==> src/rtl/ppd_params.svh <==
// register offsets, index codes, field positions and reset values for the parallel port decode
`ifndef PPD_PARAMS_SVH
`define PPD_PARAMS_SVH

`define PPD_OFS_DATA 11'h000
`define PPD_OFS_STATUS 11'h001
`define PPD_OFS_CONTROL 11'h002
`define PPD_OFS_EPP_ADDR 11'h003
`define PPD_OFS_EPP_D0 11'h004
`define PPD_OFS_EPP_D3 11'h007
`define PPD_OFS_FIFO 11'h400
`define PPD_OFS_CFGB 11'h401
`define PPD_OFS_ECTL 11'h402
`define PPD_OFS_EIDX 11'h403
`define PPD_OFS_EDAT 11'h404
`define PPD_OFS_EAUX 11'h405

`define PPD_IDX_CTL0 3'h0
`define PPD_IDX_CTL2 3'h2
`define PPD_IDX_CTL4 3'h4
`define PPD_IDX_CFG0 3'h5

`define PPD_ECTL_MODE_MSB 7
`define PPD_ECTL_MODE_LSB 5
`define PPD_ECTL_RW_MASK 8'hFC
`define PPD_EIDX_OFS_MSB 2
`define PPD_CFG_EXT_EN_BIT 4
`define PPD_CFG0_CFGA_BIT 7
`define PPD_CFGA_BIT 3
`define PPD_EAUX_TAG_BIT 7

`define PPD_RST_BYTE 8'h00
`define PPD_RST_ECTL 8'h01
`define PPD_UNMAPPED_READ 8'hFF

`endif

==> src/rtl/ppd_pkg.sv <==
// types for the parallel port register decode
package ppd_pkg;
  typedef enum logic [2:0] {
    PPD_MODE_SPP = 3'h0,
    PPD_MODE_PS2 = 3'h1,
    PPD_MODE_PPFIFO = 3'h2,
    PPD_MODE_ECP = 3'h3,
    PPD_MODE_EPP = 3'h4,
    PPD_MODE_RSVD = 3'h5,
    PPD_MODE_TEST = 3'h6,
    PPD_MODE_CONFIG = 3'h7
  } ppd_mode_t;

  typedef enum logic [3:0] {
    PPD_SEL_NONE, PPD_SEL_DATA, PPD_SEL_ECP_ADDRESS_FIFO, PPD_SEL_STATUS, PPD_SEL_CONTROL,
    PPD_SEL_EPP_ADDR, PPD_SEL_EPP_DATA, PPD_SEL_FIFO, PPD_SEL_CFGA, PPD_SEL_CFGB,
    PPD_SEL_ECTL, PPD_SEL_EIDX, PPD_SEL_EDAT, PPD_SEL_EAUX
  } ppd_sel_t;
endpackage

==> src/rtl/ppd_index_regs.sv <==
// second-level indexed register bank behind the extended data window
`include "ppd_params.svh"
`timescale 1ns/1ps
`default_nettype none
module ppd_index_regs (
  input wire logic i_core_clk,
  input wire logic i_rstn,
  input wire logic [2:0] i_index,
  input wire logic i_wr,
  input wire logic [7:0] i_wdata,
  output logic [7:0] o_rdata,
  output logic o_hit,
  output logic [7:0] o_ctl0,
  output logic [7:0] o_ctl2,
  output logic [7:0] o_ctl4,
  output logic [7:0] o_cfg0
);
  import ppd_pkg::*;

  logic [7:0] bank_reg [0:3];
  logic [1:0] slot;

  // ****************************************
  // index to slot map
  // ****************************************
  always_comb begin
    o_hit = 1'b1;
    slot = 2'd0;
    case (i_index)
      `PPD_IDX_CTL0: slot = 2'd0;
      `PPD_IDX_CTL2: slot = 2'd1;
      `PPD_IDX_CTL4: slot = 2'd2;
      `PPD_IDX_CFG0: slot = 2'd3;
      default: o_hit = 1'b0;
    endcase
  end

  // window writes land in selected slot
  always_ff @(posedge i_core_clk or negedge i_rstn) begin
    if (!i_rstn) begin
      for (int k = 0; k < 4; k++) begin
        bank_reg[k] <= `PPD_RST_BYTE;
      end
    end else if (i_wr && o_hit) begin
      bank_reg[slot] <= i_wdata;
    end
  end

  // holes in the index space read as zero
  assign o_rdata = o_hit ? bank_reg[slot] : `PPD_RST_BYTE;
  assign o_ctl0 = bank_reg[0];
  assign o_ctl2 = bank_reg[1];
  assign o_ctl4 = bank_reg[2];
  assign o_cfg0 = bank_reg[3];
endmodule
`default_nettype wire

==> src/rtl/ppd_regs.sv <==
// parallel port runtime register decode, mode steered
// ****************************************
// Notes on behaviour
// - modes compatibility, bi-directional, FIFO, EPP, ECP, test and configuration are all decodable.
// - the mode field of the extended control register at 402h selects the mode.
// - the mode picks which register answers and which address bits form the base compare.
// - 18 first-level registers share 14 offsets, split by mode and direction.
// - offsets 403h to 405h work only in modes 0 to 3 with config bit 4 set.
// - four extended registers are reached only through a second-level index.
// - EPP and indexed registers decode only with an 8-byte aligned base.
// - index, data window and aux status need config bit 4 set.
// - in EPP mode offset 03h is an eight-bit read/write target select.
// - in EPP mode offsets 04h to 07h are four read/write data ports.
// - the extended index holds the second-level offset in its low bits, upper bits reserved.
// ****************************************
`include "ppd_params.svh"
`timescale 1ns/1ps
`default_nettype none
module ppd_regs (
  input wire logic i_core_clk,
  input wire logic i_rstn,
  input wire logic [15:0] i_addr,
  input wire logic i_rd,
  input wire logic i_wr,
  input wire logic [7:0] i_wdata,
  input wire logic [15:0] i_base,
  input wire logic [7:0] i_port_cfg,
  input wire logic [7:0] i_pin_status,
  input wire logic [7:0] i_cfg_b,
  input wire logic i_fifo_full,
  input wire logic i_fifo_empty,
  input wire logic i_fifo_tag,
  input wire logic [7:0] i_fifo_rdata,
  output logic [7:0] o_rdata,
  output logic o_rvalid,
  output logic [7:0] o_data_out,
  output logic [7:0] o_control,
  output logic [7:0] o_epp_addr,
  output logic o_epp_strobe,
  output logic o_epp_write,
  output logic [1:0] o_epp_port,
  output logic [7:0] o_epp_wdata,
  output logic o_fifo_push,
  output logic o_fifo_is_addr,
  output logic [7:0] o_fifo_wdata,
  output logic o_fifo_pop,
  output ppd_pkg::ppd_mode_t o_mode,
  output logic [7:0] o_ctl0,
  output logic [7:0] o_ctl2,
  output logic [7:0] o_ctl4,
  output logic [7:0] o_cfg0
);
  import ppd_pkg::*;

  logic [7:0] data_reg;
  logic [7:0] ctrl_reg;
  logic [7:0] epp_addr_reg;
  logic [7:0] ectl_reg;
  logic [7:0] eidx_reg;
  logic [1:0] ps_sync_reg;
  logic [1:0] pf_sync_reg;
  logic [7:0] st_meta_reg;
  logic [7:0] st_sync_reg;
  logic tag_meta_reg;
  logic tag_sync_reg;
  ppd_mode_t mode;
  ppd_sel_t sel;
  logic aligned8;
  logic base_hit;
  logic ext_ok;
  logic [10:0] ofs;
  logic [7:0] ix_rdata;
  logic ix_hit;
  logic ix_wr;
  logic rd_acc;
  logic wr_acc;
  logic [7:0] rd_next;

  // mode comes from the extended control field
  assign mode = ppd_mode_t'(ectl_reg[`PPD_ECTL_MODE_MSB:`PPD_ECTL_MODE_LSB]);

  // ****************************************
  // base address compare
  // ****************************************
  // indexed and EPP decode need an aligned base
  assign aligned8 = (i_base[2:0] == 3'h0);
  assign ext_ok = i_port_cfg[`PPD_CFG_EXT_EN_BIT];

  // EPP and the 400h group claim eight bytes when the base is aligned, others four
  function automatic logic base_match(input logic [15:0] a, input logic [15:0] b,
                                      input logic epp);
    logic [15:0] hi;
    hi = a & 16'hFBFF;
    if (epp) begin
      base_match = (hi[15:3] == b[15:3]);
    end else begin
      base_match = (hi[15:2] == b[15:2]);
    end
  endfunction

  assign base_hit = base_match(i_addr, i_base, ((mode == PPD_MODE_EPP) || i_addr[10]) && aligned8);
  assign ofs = {i_addr[10], 7'h00, i_addr[2:0]};

  // ****************************************
  // first-level decode
  // ****************************************
  // one offset, several registers split by mode and direction
  always_comb begin
    sel = PPD_SEL_NONE;
    if (!base_hit) begin
      sel = PPD_SEL_NONE;
    end else if (ofs == `PPD_OFS_DATA) begin
      if (mode == PPD_MODE_SPP || mode == PPD_MODE_PS2 || mode == PPD_MODE_EPP) begin
        sel = PPD_SEL_DATA;
      end else if (mode == PPD_MODE_ECP && i_wr) begin
        sel = PPD_SEL_ECP_ADDRESS_FIFO;
      end
    end else if (ofs == `PPD_OFS_STATUS) begin
      sel = PPD_SEL_STATUS;
    end else if (ofs == `PPD_OFS_CONTROL) begin
      sel = PPD_SEL_CONTROL;
    end else if (ofs == `PPD_OFS_EPP_ADDR) begin
      // target select only in EPP mode
      if (mode == PPD_MODE_EPP && aligned8) begin
        sel = PPD_SEL_EPP_ADDR;
      end
    end else if (ofs >= `PPD_OFS_EPP_D0 && ofs <= `PPD_OFS_EPP_D3) begin
      if (mode == PPD_MODE_EPP && aligned8) begin
        sel = PPD_SEL_EPP_DATA;
      end
    end else if (ofs == `PPD_OFS_FIFO) begin
      if (mode == PPD_MODE_PPFIFO && i_wr) begin
        sel = PPD_SEL_FIFO;
      end else if (mode == PPD_MODE_ECP || mode == PPD_MODE_TEST) begin
        sel = PPD_SEL_FIFO;
      end else if (mode == PPD_MODE_CONFIG && i_rd) begin
        sel = PPD_SEL_CFGA;
      end
    end else if (ofs == `PPD_OFS_CFGB) begin
      if (mode == PPD_MODE_CONFIG && i_rd) begin
        sel = PPD_SEL_CFGB;
      end
    end else if (ofs == `PPD_OFS_ECTL) begin
      sel = PPD_SEL_ECTL;
    end else if (ext_ok && aligned8 && mode <= PPD_MODE_ECP) begin
      // extended trio only in modes 0 to 3 with the extension on
      if (ofs == `PPD_OFS_EIDX) begin
        sel = PPD_SEL_EIDX;
      end else if (ofs == `PPD_OFS_EDAT) begin
        sel = PPD_SEL_EDAT;
      end else if (ofs == `PPD_OFS_EAUX) begin
        sel = PPD_SEL_EAUX;
      end
    end
  end

  assign rd_acc = i_rd && !i_wr;
  assign wr_acc = i_wr && !i_rd;
  // indexed bank reached only through the data window
  assign ix_wr = wr_acc && (sel == PPD_SEL_EDAT);

  ppd_index_regs u_index (
    .i_core_clk(i_core_clk),
    .i_rstn(i_rstn),
    .i_index(eidx_reg[`PPD_EIDX_OFS_MSB:0]),
    .i_wr(ix_wr),
    .i_wdata(i_wdata),
    .o_rdata(ix_rdata),
    .o_hit(ix_hit),
    .o_ctl0(o_ctl0),
    .o_ctl2(o_ctl2),
    .o_ctl4(o_ctl4),
    .o_cfg0(o_cfg0)
  );

  // ****************************************
  // pin synchronisers
  // ****************************************
  always_ff @(posedge i_core_clk or negedge i_rstn) begin
    if (!i_rstn) begin
      st_meta_reg <= `PPD_RST_BYTE;
      st_sync_reg <= `PPD_RST_BYTE;
      tag_meta_reg <= 1'b0;
      tag_sync_reg <= 1'b0;
    end else begin
      st_meta_reg <= i_pin_status;
      st_sync_reg <= st_meta_reg;
      tag_meta_reg <= i_fifo_tag;
      tag_sync_reg <= tag_meta_reg;
    end
  end

  // fifo flags come from core logic, two register stages ahead of the control register
  always_ff @(posedge i_core_clk or negedge i_rstn) begin
    if (!i_rstn) begin
      pf_sync_reg <= 2'b01;
      ps_sync_reg <= 2'b01;
    end else begin
      pf_sync_reg <= {i_fifo_full, i_fifo_empty};
      ps_sync_reg <= pf_sync_reg;
    end
  end

  // ****************************************
  // software registers
  // ****************************************
  // mode written by software, flag bits are read-only
  always_ff @(posedge i_core_clk or negedge i_rstn) begin
    if (!i_rstn) begin
      ectl_reg <= `PPD_RST_ECTL;
    end else if (wr_acc && sel == PPD_SEL_ECTL) begin
      ectl_reg <= (i_wdata & `PPD_ECTL_RW_MASK) | {6'h00, ps_sync_reg};
    end else begin
      ectl_reg <= {ectl_reg[7:2], ps_sync_reg};
    end
  end

  always_ff @(posedge i_core_clk or negedge i_rstn) begin
    if (!i_rstn) begin
      data_reg <= `PPD_RST_BYTE;
      ctrl_reg <= `PPD_RST_BYTE;
    end else begin
      if (wr_acc && sel == PPD_SEL_DATA) begin
        data_reg <= i_wdata;
      end
      if (wr_acc && sel == PPD_SEL_CONTROL) begin
        ctrl_reg <= i_wdata;
      end
    end
  end

  always_ff @(posedge i_core_clk or negedge i_rstn) begin
    if (!i_rstn) begin
      epp_addr_reg <= `PPD_RST_BYTE;
    end else if (wr_acc && sel == PPD_SEL_EPP_ADDR) begin
      epp_addr_reg <= i_wdata;
    end
  end

  // upper bits reserved, kept at zero
  always_ff @(posedge i_core_clk or negedge i_rstn) begin
    if (!i_rstn) begin
      eidx_reg <= `PPD_RST_BYTE;
    end else if (wr_acc && sel == PPD_SEL_EIDX) begin
      eidx_reg <= {5'h00, i_wdata[`PPD_EIDX_OFS_MSB:0]};
    end
  end

  // ****************************************
  // EPP port and fifo strobes
  // ****************************************
  // data port access strobe with port number
  always_ff @(posedge i_core_clk or negedge i_rstn) begin
    if (!i_rstn) begin
      o_epp_strobe <= 1'b0;
      o_epp_write <= 1'b0;
      o_epp_port <= 2'b00;
      o_epp_wdata <= `PPD_RST_BYTE;
    end else begin
      o_epp_strobe <= (rd_acc || wr_acc) && sel == PPD_SEL_EPP_DATA;
      if ((rd_acc || wr_acc) && sel == PPD_SEL_EPP_DATA) begin
        o_epp_write <= wr_acc;
        o_epp_port <= i_addr[1:0];
        o_epp_wdata <= i_wdata;
      end
    end
  end

  // ecp address and data fifos share one push path
  always_ff @(posedge i_core_clk or negedge i_rstn) begin
    if (!i_rstn) begin
      o_fifo_push <= 1'b0;
      o_fifo_is_addr <= 1'b0;
      o_fifo_wdata <= `PPD_RST_BYTE;
      o_fifo_pop <= 1'b0;
    end else begin
      o_fifo_push <= wr_acc && (sel == PPD_SEL_FIFO || sel == PPD_SEL_ECP_ADDRESS_FIFO);
      o_fifo_pop <= rd_acc && sel == PPD_SEL_FIFO;
      if (wr_acc && (sel == PPD_SEL_FIFO || sel == PPD_SEL_ECP_ADDRESS_FIFO)) begin
        o_fifo_is_addr <= (sel == PPD_SEL_ECP_ADDRESS_FIFO);
        o_fifo_wdata <= i_wdata;
      end
    end
  end

  // ****************************************
  // read mux
  // ****************************************
  always_comb begin
    rd_next = `PPD_UNMAPPED_READ;
    case (sel)
      PPD_SEL_DATA: rd_next = data_reg;
      PPD_SEL_STATUS: rd_next = st_sync_reg;
      PPD_SEL_CONTROL: rd_next = ctrl_reg;
      PPD_SEL_EPP_ADDR: rd_next = epp_addr_reg;
      PPD_SEL_EPP_DATA: rd_next = i_fifo_rdata;
      PPD_SEL_FIFO: rd_next = i_fifo_rdata;
      PPD_SEL_CFGA: rd_next = {4'h0, o_cfg0[`PPD_CFG0_CFGA_BIT], 3'h0};
      PPD_SEL_CFGB: rd_next = i_cfg_b;
      PPD_SEL_ECTL: rd_next = ectl_reg;
      PPD_SEL_EIDX: rd_next = eidx_reg;
      // window read returns the indexed register
      PPD_SEL_EDAT: rd_next = ix_hit ? ix_rdata : `PPD_RST_BYTE;
      PPD_SEL_EAUX: rd_next = {tag_sync_reg, 7'h00};
      default: rd_next = `PPD_UNMAPPED_READ;
    endcase
  end

  always_ff @(posedge i_core_clk or negedge i_rstn) begin
    if (!i_rstn) begin
      o_rdata <= `PPD_RST_BYTE;
      o_rvalid <= 1'b0;
    end else begin
      o_rvalid <= rd_acc && base_hit;
      if (rd_acc) begin
        o_rdata <= rd_next;
      end
    end
  end

  // ****************************************
  // registered outputs
  // ****************************************
  always_ff @(posedge i_core_clk or negedge i_rstn) begin
    if (!i_rstn) begin
      o_data_out <= `PPD_RST_BYTE;
      o_control <= `PPD_RST_BYTE;
      o_epp_addr <= `PPD_RST_BYTE;
      o_mode <= PPD_MODE_SPP;
    end else begin
      o_data_out <= data_reg;
      o_control <= ctrl_reg;
      o_epp_addr <= epp_addr_reg;
      o_mode <= mode;
    end
  end
endmodule
`default_nettype wire

==> config.mk <==
export PLATFORM = sky130hd
export DESIGN_NAME = ppd_regs
export DESIGN_NICKNAME = d
export VERILOG_FILES = /design/src/rtl/ppd_pkg.sv /design/src/rtl/ppd_index_regs.sv /design/src/rtl/ppd_regs.sv
export VERILOG_INCLUDE_DIRS = /design/src /design/src/rtl
export SDC_FILE = /design/constraint.sdc
export NUM_CORES = 1
export LEC_CHECK = 0
export ABC_AREA = 0
export CELL_PAD_IN_SITES_DETAIL_PLACEMENT = 1
export CELL_PAD_IN_SITES_GLOBAL_PLACEMENT = 2
export CORE_ASPECT_RATIO = 0.6
export CORE_MARGIN = 4
export CORE_UTILIZATION = 39
export CTS_BUF_LIST = sky130_fd_sc_hd__clkbuf_8
export CTS_CLUSTER_DIAMETER = 50
export DETAILED_ROUTE_END_ITERATION = 7
export DONT_BUFFER_PORTS = 1
export GPL_TIMING_DRIVEN = 0
export PLACE_DENSITY = 0.74
export SLEW_MARGIN = 25
export SYNTH_ARGS = -nofsm -noshare
export SYNTH_HDL_FRONTEND = slang
export SYNTH_SLANG_ARGS = --single-unit
export TNS_END_PERCENT = 100
==> constraint.sdc <==
create_clock -name i_core_clk -period 2.5 [get_ports i_core_clk]
set_input_delay 0.375 -clock i_core_clk [delete_from_list [all_inputs] [get_ports i_core_clk]]
set_output_delay 0.375 -clock i_core_clk [all_outputs]
set_load 0.01 [all_outputs]
=== Word level (Yosys, flattened, before mapping) ===
Index checks and enable logic that the tools add are counted.
Widths: inputs -> output; s select.

* Word-level logic and storage cells: 139
* Memory bits (writable): 0
* Bits in latches: 0
* Bits of input ports: 79
* ROM bits: 0
* Output and inout bits: 91
* Memories: 0
* Register bits: 148

* Equal/unequal tests: 33
* Magnitude comparators: 5
* Divide/modulo/power cells: 0
* Muxes and demuxes: 33
* Shift-type cells: 0
* $add $sub $neg: 0
* Multiply operators: 0
* Bitwise operators: 2
* Reductions and logical operators: 36

{| class="wikitable"
|+ Operators by type and width
! kind !! number
|-
| $pmux 8 s11 || 1
|-
| $mux 4 || 18
|-
| $eq 4x4->1 const B || 12
|-
| $bwmux 32 || 1
|-
| $mux 8 || 4
|-
| $logic_and 1x1->1 || 22
|-
| $bmux 8 s2 || 1
|-
| $demux 8 s2 || 1
|-
| $eq 4x2->1 const B || 4
|-
| $eq 4x3->1 const B || 4
|-
| $eq 3x3->1 const B || 5
|-
| $eq 14x14->1 || 1
|-
| $eq 13x13->1 || 1
|-
| $ge 11x3->1 const B || 1
|-
| $le 11x3->1 const B || 1
|-
| $logic_not 11->1 || 1
|-
| $eq 3x2->1 const B || 3
|-
| $logic_not 3->1 || 3
|-
| $eq 4x1->1 const B || 2
|-
| $or 8x2->8 || 1
|-
| $logic_or 1x1->1 || 6
|-
| $mux 3 || 2
|-
| $pmux 2 s3 || 1
|-
| $mux 2 || 2
|-
| 9 further kinds || 11
|}

=== Depth between registers and ports, before layout ===
* Word-level depth: 17
* Gate-level depth with buffers: 11
* Mapped depth without buffers: 8

=== Modules after synthesis ===
From an unflattened synthesis, not the netlist that was laid out.

* Cells, all modules: 512
* Area, all modules: 6,412.4 µm²

{| class="wikitable"
|+ By module, submodules not included
! module !! times used !! sequential area each (µm²) !! area each (µm²) !! cells an instance
|-
| ppd_regs || 1 || 2,906.5 || 4,850.9 || 400
|-
| ppd_index_regs || 1 || 800.8 || 1,561.5 || 112
|}

=== Worst setup path after synthesis ===
OpenSTA, ideal clock, no wires.

* Path type: in2reg
* Start: input i_addr[1]
* End: register u_index.bank_reg, in the netlist u_index.o_ctl0[0]
* Path slack: -0.261 ns
* Setup time: 0.125 ns
* Stages: 10
* Required time: 2.375 ns
* Arrival time: 2.636 ns
* Buffers on the path: 3
* Path through: buf_2 -> or3b_1 -> or4_4 -> o311a_4 -> nor2_2 -> and3_1 -> buf_4 -> and3b_1 -> buf_6 -> mux2_4

* Cells in the longest elaborated chain, start to end: 17
* Elaborated cells between the ends (all ways): 29
* Those cells by class: order compare (2); eq/ne (10); mux (13); reduce/logical (4)

{| class="wikitable"
|+ RTL lines
! item !! RTL line !! RTL
|-
| from (decl) || ppd_regs.sv:22 || <nowiki>input wire logic [15:0] i_addr,</nowiki>
|-
| $eq 4x4->1 (no source line) || - ||
|-
| $mux 4 || ppd_regs.sv:151 || <nowiki>end else if (ofs == `PPD_OFS_EAUX) begin</nowiki>
|-
| $mux 4 || ppd_regs.sv:149 || <nowiki>end else if (ofs == `PPD_OFS_EDAT) begin</nowiki>
|-
| $mux 4 || ppd_regs.sv:147 || <nowiki>if (ofs == `PPD_OFS_EIDX) begin</nowiki>
|-
| $mux 4 || ppd_regs.sv:145 || <nowiki>end else if (ext_ok && aligned8 && mode <= PPD_MODE_ECP) begin</nowiki>
|-
| $mux 4 || ppd_regs.sv:143 || <nowiki>end else if (ofs == `PPD_OFS_ECTL) begin</nowiki>
|-
| $mux 4 || ppd_regs.sv:139 || <nowiki>end else if (ofs == `PPD_OFS_CFGB) begin</nowiki>
|-
| $mux 4 || ppd_regs.sv:131 || <nowiki>end else if (ofs == `PPD_OFS_FIFO) begin</nowiki>
|-
| $mux 4 || ppd_regs.sv:127 || <nowiki>end else if (ofs >= `PPD_OFS_EPP_D0 && ofs <= `PPD_OFS_EPP_D3) begin</nowiki>
|-
| $mux 4 || ppd_regs.sv:122 || <nowiki>end else if (ofs == `PPD_OFS_EPP_ADDR) begin</nowiki>
|-
| $mux 4 || ppd_regs.sv:120 || <nowiki>end else if (ofs == `PPD_OFS_CONTROL) begin</nowiki>
|-
| $mux 4 || ppd_regs.sv:118 || <nowiki>end else if (ofs == `PPD_OFS_STATUS) begin</nowiki>
|-
| $mux 4 (*) || ppd_regs.sv:112 || <nowiki>end else if (ofs == `PPD_OFS_DATA) begin</nowiki>
|-
| $mux 4 (*) || ppd_regs.sv:110 || <nowiki>if (!base_hit) begin</nowiki>
|-
| $eq 4x4->1 (*) || ppd_regs.sv:160 || <nowiki>assign ix_wr = wr_acc && (sel == PPD_SEL_EDAT);</nowiki>
|-
| $logic_and 1x1->1 (*) || ppd_regs.sv:160 ||
|-
| $logic_and 1x1->1 (*) || ppd_index_regs.sv:44 || <nowiki>end else if (i_wr && o_hit) begin</nowiki>
|-
| to (signal, indexed assignment) || ppd_index_regs.sv:42 || <nowiki>bank_reg[k] <= `PPD_RST_BYTE;</nowiki>
|-
| to (signal, indexed assignment) || ppd_index_regs.sv:45 || <nowiki>bank_reg[slot] <= i_wdata;</nowiki>
|-
| to (decl) || ppd_index_regs.sv:20 || <nowiki>logic [7:0] bank_reg [0:3];</nowiki>
|}

Every way passes the cells marked *; elsewhere a longest branch is shown, timed or not.
A chain may end at the register's enable or synchronous reset.

=== Worst setup path after layout ===
* Start: register ectl_reg[6]
* End: register epp_addr_reg[3]

* Cells in the longest elaborated chain, start to end: 14
* Elaborated cells between the ends (all ways): 39
* Those cells by class: order compare (1); eq/ne (7); mux (19); reduce/logical (12)

{| class="wikitable"
|+ RTL lines
! item !! RTL line !! RTL
|-
| from (decl) || ppd_regs.sv:58 || <nowiki>logic [7:0] ectl_reg;</nowiki>
|-
| from (signal assigned) || ppd_regs.sv:210 || <nowiki>ectl_reg <= `PPD_RST_ECTL;</nowiki>
|-
| from (signal assigned) || ppd_regs.sv:212 || <nowiki>ectl_reg <= (i_wdata & `PPD_ECTL_RW_MASK) | {6'h00, ps_sync_reg};</nowiki>
|-
| from (signal assigned) || ppd_regs.sv:214 || <nowiki>ectl_reg <= {ectl_reg[7:2], ps_sync_reg};</nowiki>
|-
| $le 3x2->1 / $eq 3x3->1 (equally long branches) || ppd_regs.sv:145, ppd_regs.sv:136, ppd_regs.sv:140 ||
|-
| $logic_and 1x1->1 (on tied branches) || ppd_regs.sv:145, ppd_regs.sv:136, ppd_regs.sv:140 ||
|-
| $mux 4 (on tied branches) || ppd_regs.sv:145, ppd_regs.sv:136 ||
|-
| $mux 4 (on tied branches) || ppd_regs.sv:143, ppd_regs.sv:134 ||
|-
| $mux 4 (on tied branches) || ppd_regs.sv:139, ppd_regs.sv:132 ||
|-
| $mux 4 || ppd_regs.sv:131 ||
|-
| $mux 4 || ppd_regs.sv:127 ||
|-
| $mux 4 || ppd_regs.sv:122 ||
|-
| $mux 4 || ppd_regs.sv:120 ||
|-
| $mux 4 || ppd_regs.sv:118 ||
|-
| $mux 4 || ppd_regs.sv:112 ||
|-
| $mux 4 (*) || ppd_regs.sv:110 ||
|-
| $eq 4x3->1 (*) || ppd_regs.sv:235 || <nowiki>end else if (wr_acc && sel == PPD_SEL_EPP_ADDR) begin</nowiki>
|-
| $logic_and 1x1->1 (*) || ppd_regs.sv:235 ||
|-
| to (signal assigned) || ppd_regs.sv:234 || <nowiki>epp_addr_reg <= `PPD_RST_BYTE;</nowiki>
|-
| to (signal assigned) || ppd_regs.sv:236 || <nowiki>epp_addr_reg <= i_wdata;</nowiki>
|-
| to (decl) || ppd_regs.sv:57 || <nowiki>logic [7:0] epp_addr_reg;</nowiki>
|}

Marked as above.

==> results.py <==
metrics = {
    "logic_synthesis": {
        "yosysTopAreaCell": "dfrtp_1",
        "yosysSeqAreaShare_pct": 56.1,
        "synth_top_area_share_pct": 54.9,
        "ys_warn_count": 0,
        "synth_cells": 499,
        "synth-edff-count": 0,
        "async_reset_ff_share_pct": 100,
        "synth_area_leaders": "dfrtp_1, mux2_2, mux2_4, mux2i_1, dfstp_2",
        "synth_area_um2": 6610,
        "ys_ff_latch": 148,
        "synth_cell_types": 74,
        "syn_area_per_cell_um2": 13.2,
        "synth_top_flop_cell": "dfrtp_1",
        "syn_nets": 580,
    },
    "sta": {
        "slew_headroom_pct": 42.6,
        "rsz0062_at_grt": "yes",
        "fin_tns_setup_ns": -10.19,
        "period_share_pct": 108,
        "hold_violations": 148,
        "whs_ns": -0.353,
        "fin_crit_ns": 2.71,
        "slew_viol_final": 0,
        "fin_ws_ns": -0.206,
        "finalSetupViolations": 88,
        "tightestPinTransition_ns": 0.861,
        "max_freq_mhz": 370,
        "clock_skew_ns": 0.0127,
    },
    "layout": {
        "num-fill-cells": 1689,
        "final_common_cell": "dfrtp_1",
        "seq_area_um2": 3710,
        "multi_input_area_um2": 3090,
        "syn_to_final_growth_pct": 25.3,
        "nets": 658,
        "diodes": 0,
        "layout_common_cells": "dfrtp_1, mux2_2, buf_4, mux2_4, nor2_1",
        "stdcell_count": 817,
        "drive_gt1_share_pct": 43.0,
    },
    "drt": {
        "wl_per_cell_um": 25.9,
        "vias_per_cell": 5.69,
        "route.detailed.drc": 0,
        "ant_nets": 0,
        "vias": 4645,
        "drtIter0Drc": 337,
        "drtPass1Iterations": 5,
        "routed_wirelength_um": 21200,
    },
    "setup_path": {
        "cp-end-kind": "flop",
        "crit_path_max_incr_delay_ns": 0.44,
        "timing.critical_path.buf_inv": 2,
        "crit_end": "epp_addr_reg[3]$_DFFE_PN0P_",
        "start_kind": "flop",
        "cp_cell_sequence": "buf_6 -> nor3b_4 -> o21ai_1 -> nand3b_1 -> nand3_4 -> or2_4 -> buf_12 -> nor3_4 -> nand2_4 -> mux2_2",
        "cp_data_arrival_time_ns": 3.01,
        "slowest_stage": "dfrtp_2",
        "rr_worst_depth": 10,
        "crit_cells": 10,
        "critPathMaxFanout": 9,
        "critPathLaunch": "ectl_reg[6]$_DFFE_PN0P_",
        "critical_path.top_delay_family": "simple AND/OR/NAND/NOR gates",
        "required_ns": 2.81,
        "r2r_end": "epp_addr_reg[3]$_DFFE_PN0P_",
        "reg2reg_from": "ectl_reg[6]$_DFFE_PN0P_",
        "worst-setup-path-type": "flop to flop",
        "r2r_setup_slack_ns": -0.21,
    },
    "power": {
        "power.density_nw_per_um2": 560,
        "vdd_drop_max_v": 0.000325,
        "p_leak_nw": 3.77,
    },
    "clock_network": {
        "insertion_delay_ns": 0.42,
        "cts_buffers": 17,
        "cts.htree.levels": 4,
        "cts.path.max_buffers": 2,
        "cts.clk_slew.worst_paths_ns": 0.08,
        "cts_tree": "yes",
        "clock-sinks": 148,
        "hold_buffers": 11,
        "cts-root-buf": "clkbuf_8",
    },
    "global_route": {
        "grt_pass1_vias": 4709,
        "antenna_found_initial": 1,
        "grt_use_total_pct": 21.2,
        "grt_pass1_wl_um": 30000,
        "grt_start_max_net_pins": 149,
        "grt_overflow": 0,
    },
    "placed_design": {
        "post-place-ws_ns": -0.637,
        "gp_congestion": 0.848,
        "port_buffers": 0,
        "placed_cells": 727,
        "dp_hpwl_um": 14100,
    },
    "floorplan": {
        "core_area_um2": 16400,
        "start_util_pct": 40.3,
        "die_area_um2": 19200,
        "rows": 36,
        "die_w_um": 176,
        "ios": 170,
        "die_h_um": 109,
    },
    "job": {
        "max_cap_viol_count": 0,
    },
    "run_status": {
        "violations": "negative hold slack, negative setup slack",
        "status": "finished with violations",
    },
    "worst_hold_path": {
        "hp-class": "primary input to asynchronous set/reset pin",
    },
}
## power by group
part | internal (W) | leakage [nW] | switching, W
registers | 0.00241 | 1.96 | 0.00000680
clock network | 0.00104 | 0.204 | 0.000931
logic | 0.000101 | 1.60 | 0.000145
total | 0.00355 | 3.77 | 0.00108
## kinds of logic (layout without fill, tap and decap cells)
kind of cell	Yosys count	after routing	share of synthesized area (%)
DFF	148	148	56.1
and+or+nand+nor	109	109	10.8
muxes	107	107	18.6
AOI/OAI and AO/OA	84	84	9.89
buffers and inverters	36	126	2.50
xor gates and xnor gates	13	13	1.72
adders and majority gates	2	2	0.379
## synthesized netlist by cell type (4+ instances only)
library cell,n
dfrtp_1,145
nor2_1,21
nand2b_1,5
mux2_4,10
nand3_1,15
mux2_1,4
mux2_2,80
nor3_4,4
buf_2,6
a31oi_1,7
mux2i_1,13
xnor2_1,9
a21oi_1,12
a211oi_1,10
nor3_1,5
inv_1,7
nand2_1,16
o211ai_1,7
buf_1,9
xor2_1,4
clkbuf_1,9
and3_1,5
o21ai_0,15
buf_4,4
nand4_1,5
## final cells by class
type	instances	share of cell area (%)
multi-input cells	315	37.4
clock inverters	12	1.86
clock buffers	19	3.16
plain buffers	26	2.09
repair buffers	62	6.94
well taps	228	3.45
inverters	7	0.317
flip-flops and latches	148	44.8
## routing by layer
metal	GRT usage, %	up-vias	wire (um)	share of wire, %
met5	0	-	7	0.033
met4	3.50	2	183	0.86
met3	7.35	14	1920	9.1
met2	31.3	198	9400	44
met1	30.9	2431	9660	46
li1	-	2000	-	-
## repair_timing
action,in CTS,in global routing
pin swaps,17,21
setup endpoints to repair,96,93
resized for setup,35,53
endpoints found under the hold margin,159,148
setup buffers,27,23
gates cloned,1,0
## through the flow
| stage | utilization [%] | cell area, um2 | power [W] |
|---|---|---|---|
| 2_1_floorplan | - | 6680 | 0.00259 |
| 3_3_place_gp | 42.5 | 6960 | 0.00264 |
| 3_5_place_dp | 42.5 | 6960 | 0.00264 |
| 4_1_cts | 48.0 | 7870 | 0.00464 |
| 5_1_grt | 50.5 | 8280 | 0.00481 |
| 6_report | 50.5 | 8280 | 0.00464 |
## worst min-delay path by stage
stage | from | endpoint | slack (ns)
after global routing | i_rstn | o_control[7]$_DFF_PN0_ | -0.40
final | i_rstn | o_epp_addr[6]$_DFF_PN0_ | -0.35
after floorplan | i_rstn | ctrl_reg[0]$_DFFE_PN0P_ | 0.08
after CTS | i_rstn | u_index.o_ctl2[5]$_DFFE_PN0P_ | -0.38
after detailed placement | i_rstn | o_control[7]$_DFF_PN0_ | 0.09
after global placement | i_rstn | o_epp_addr[6]$_DFF_PN0_ | 0.08
Note: power is estimated with default switching activity, not from simulation.
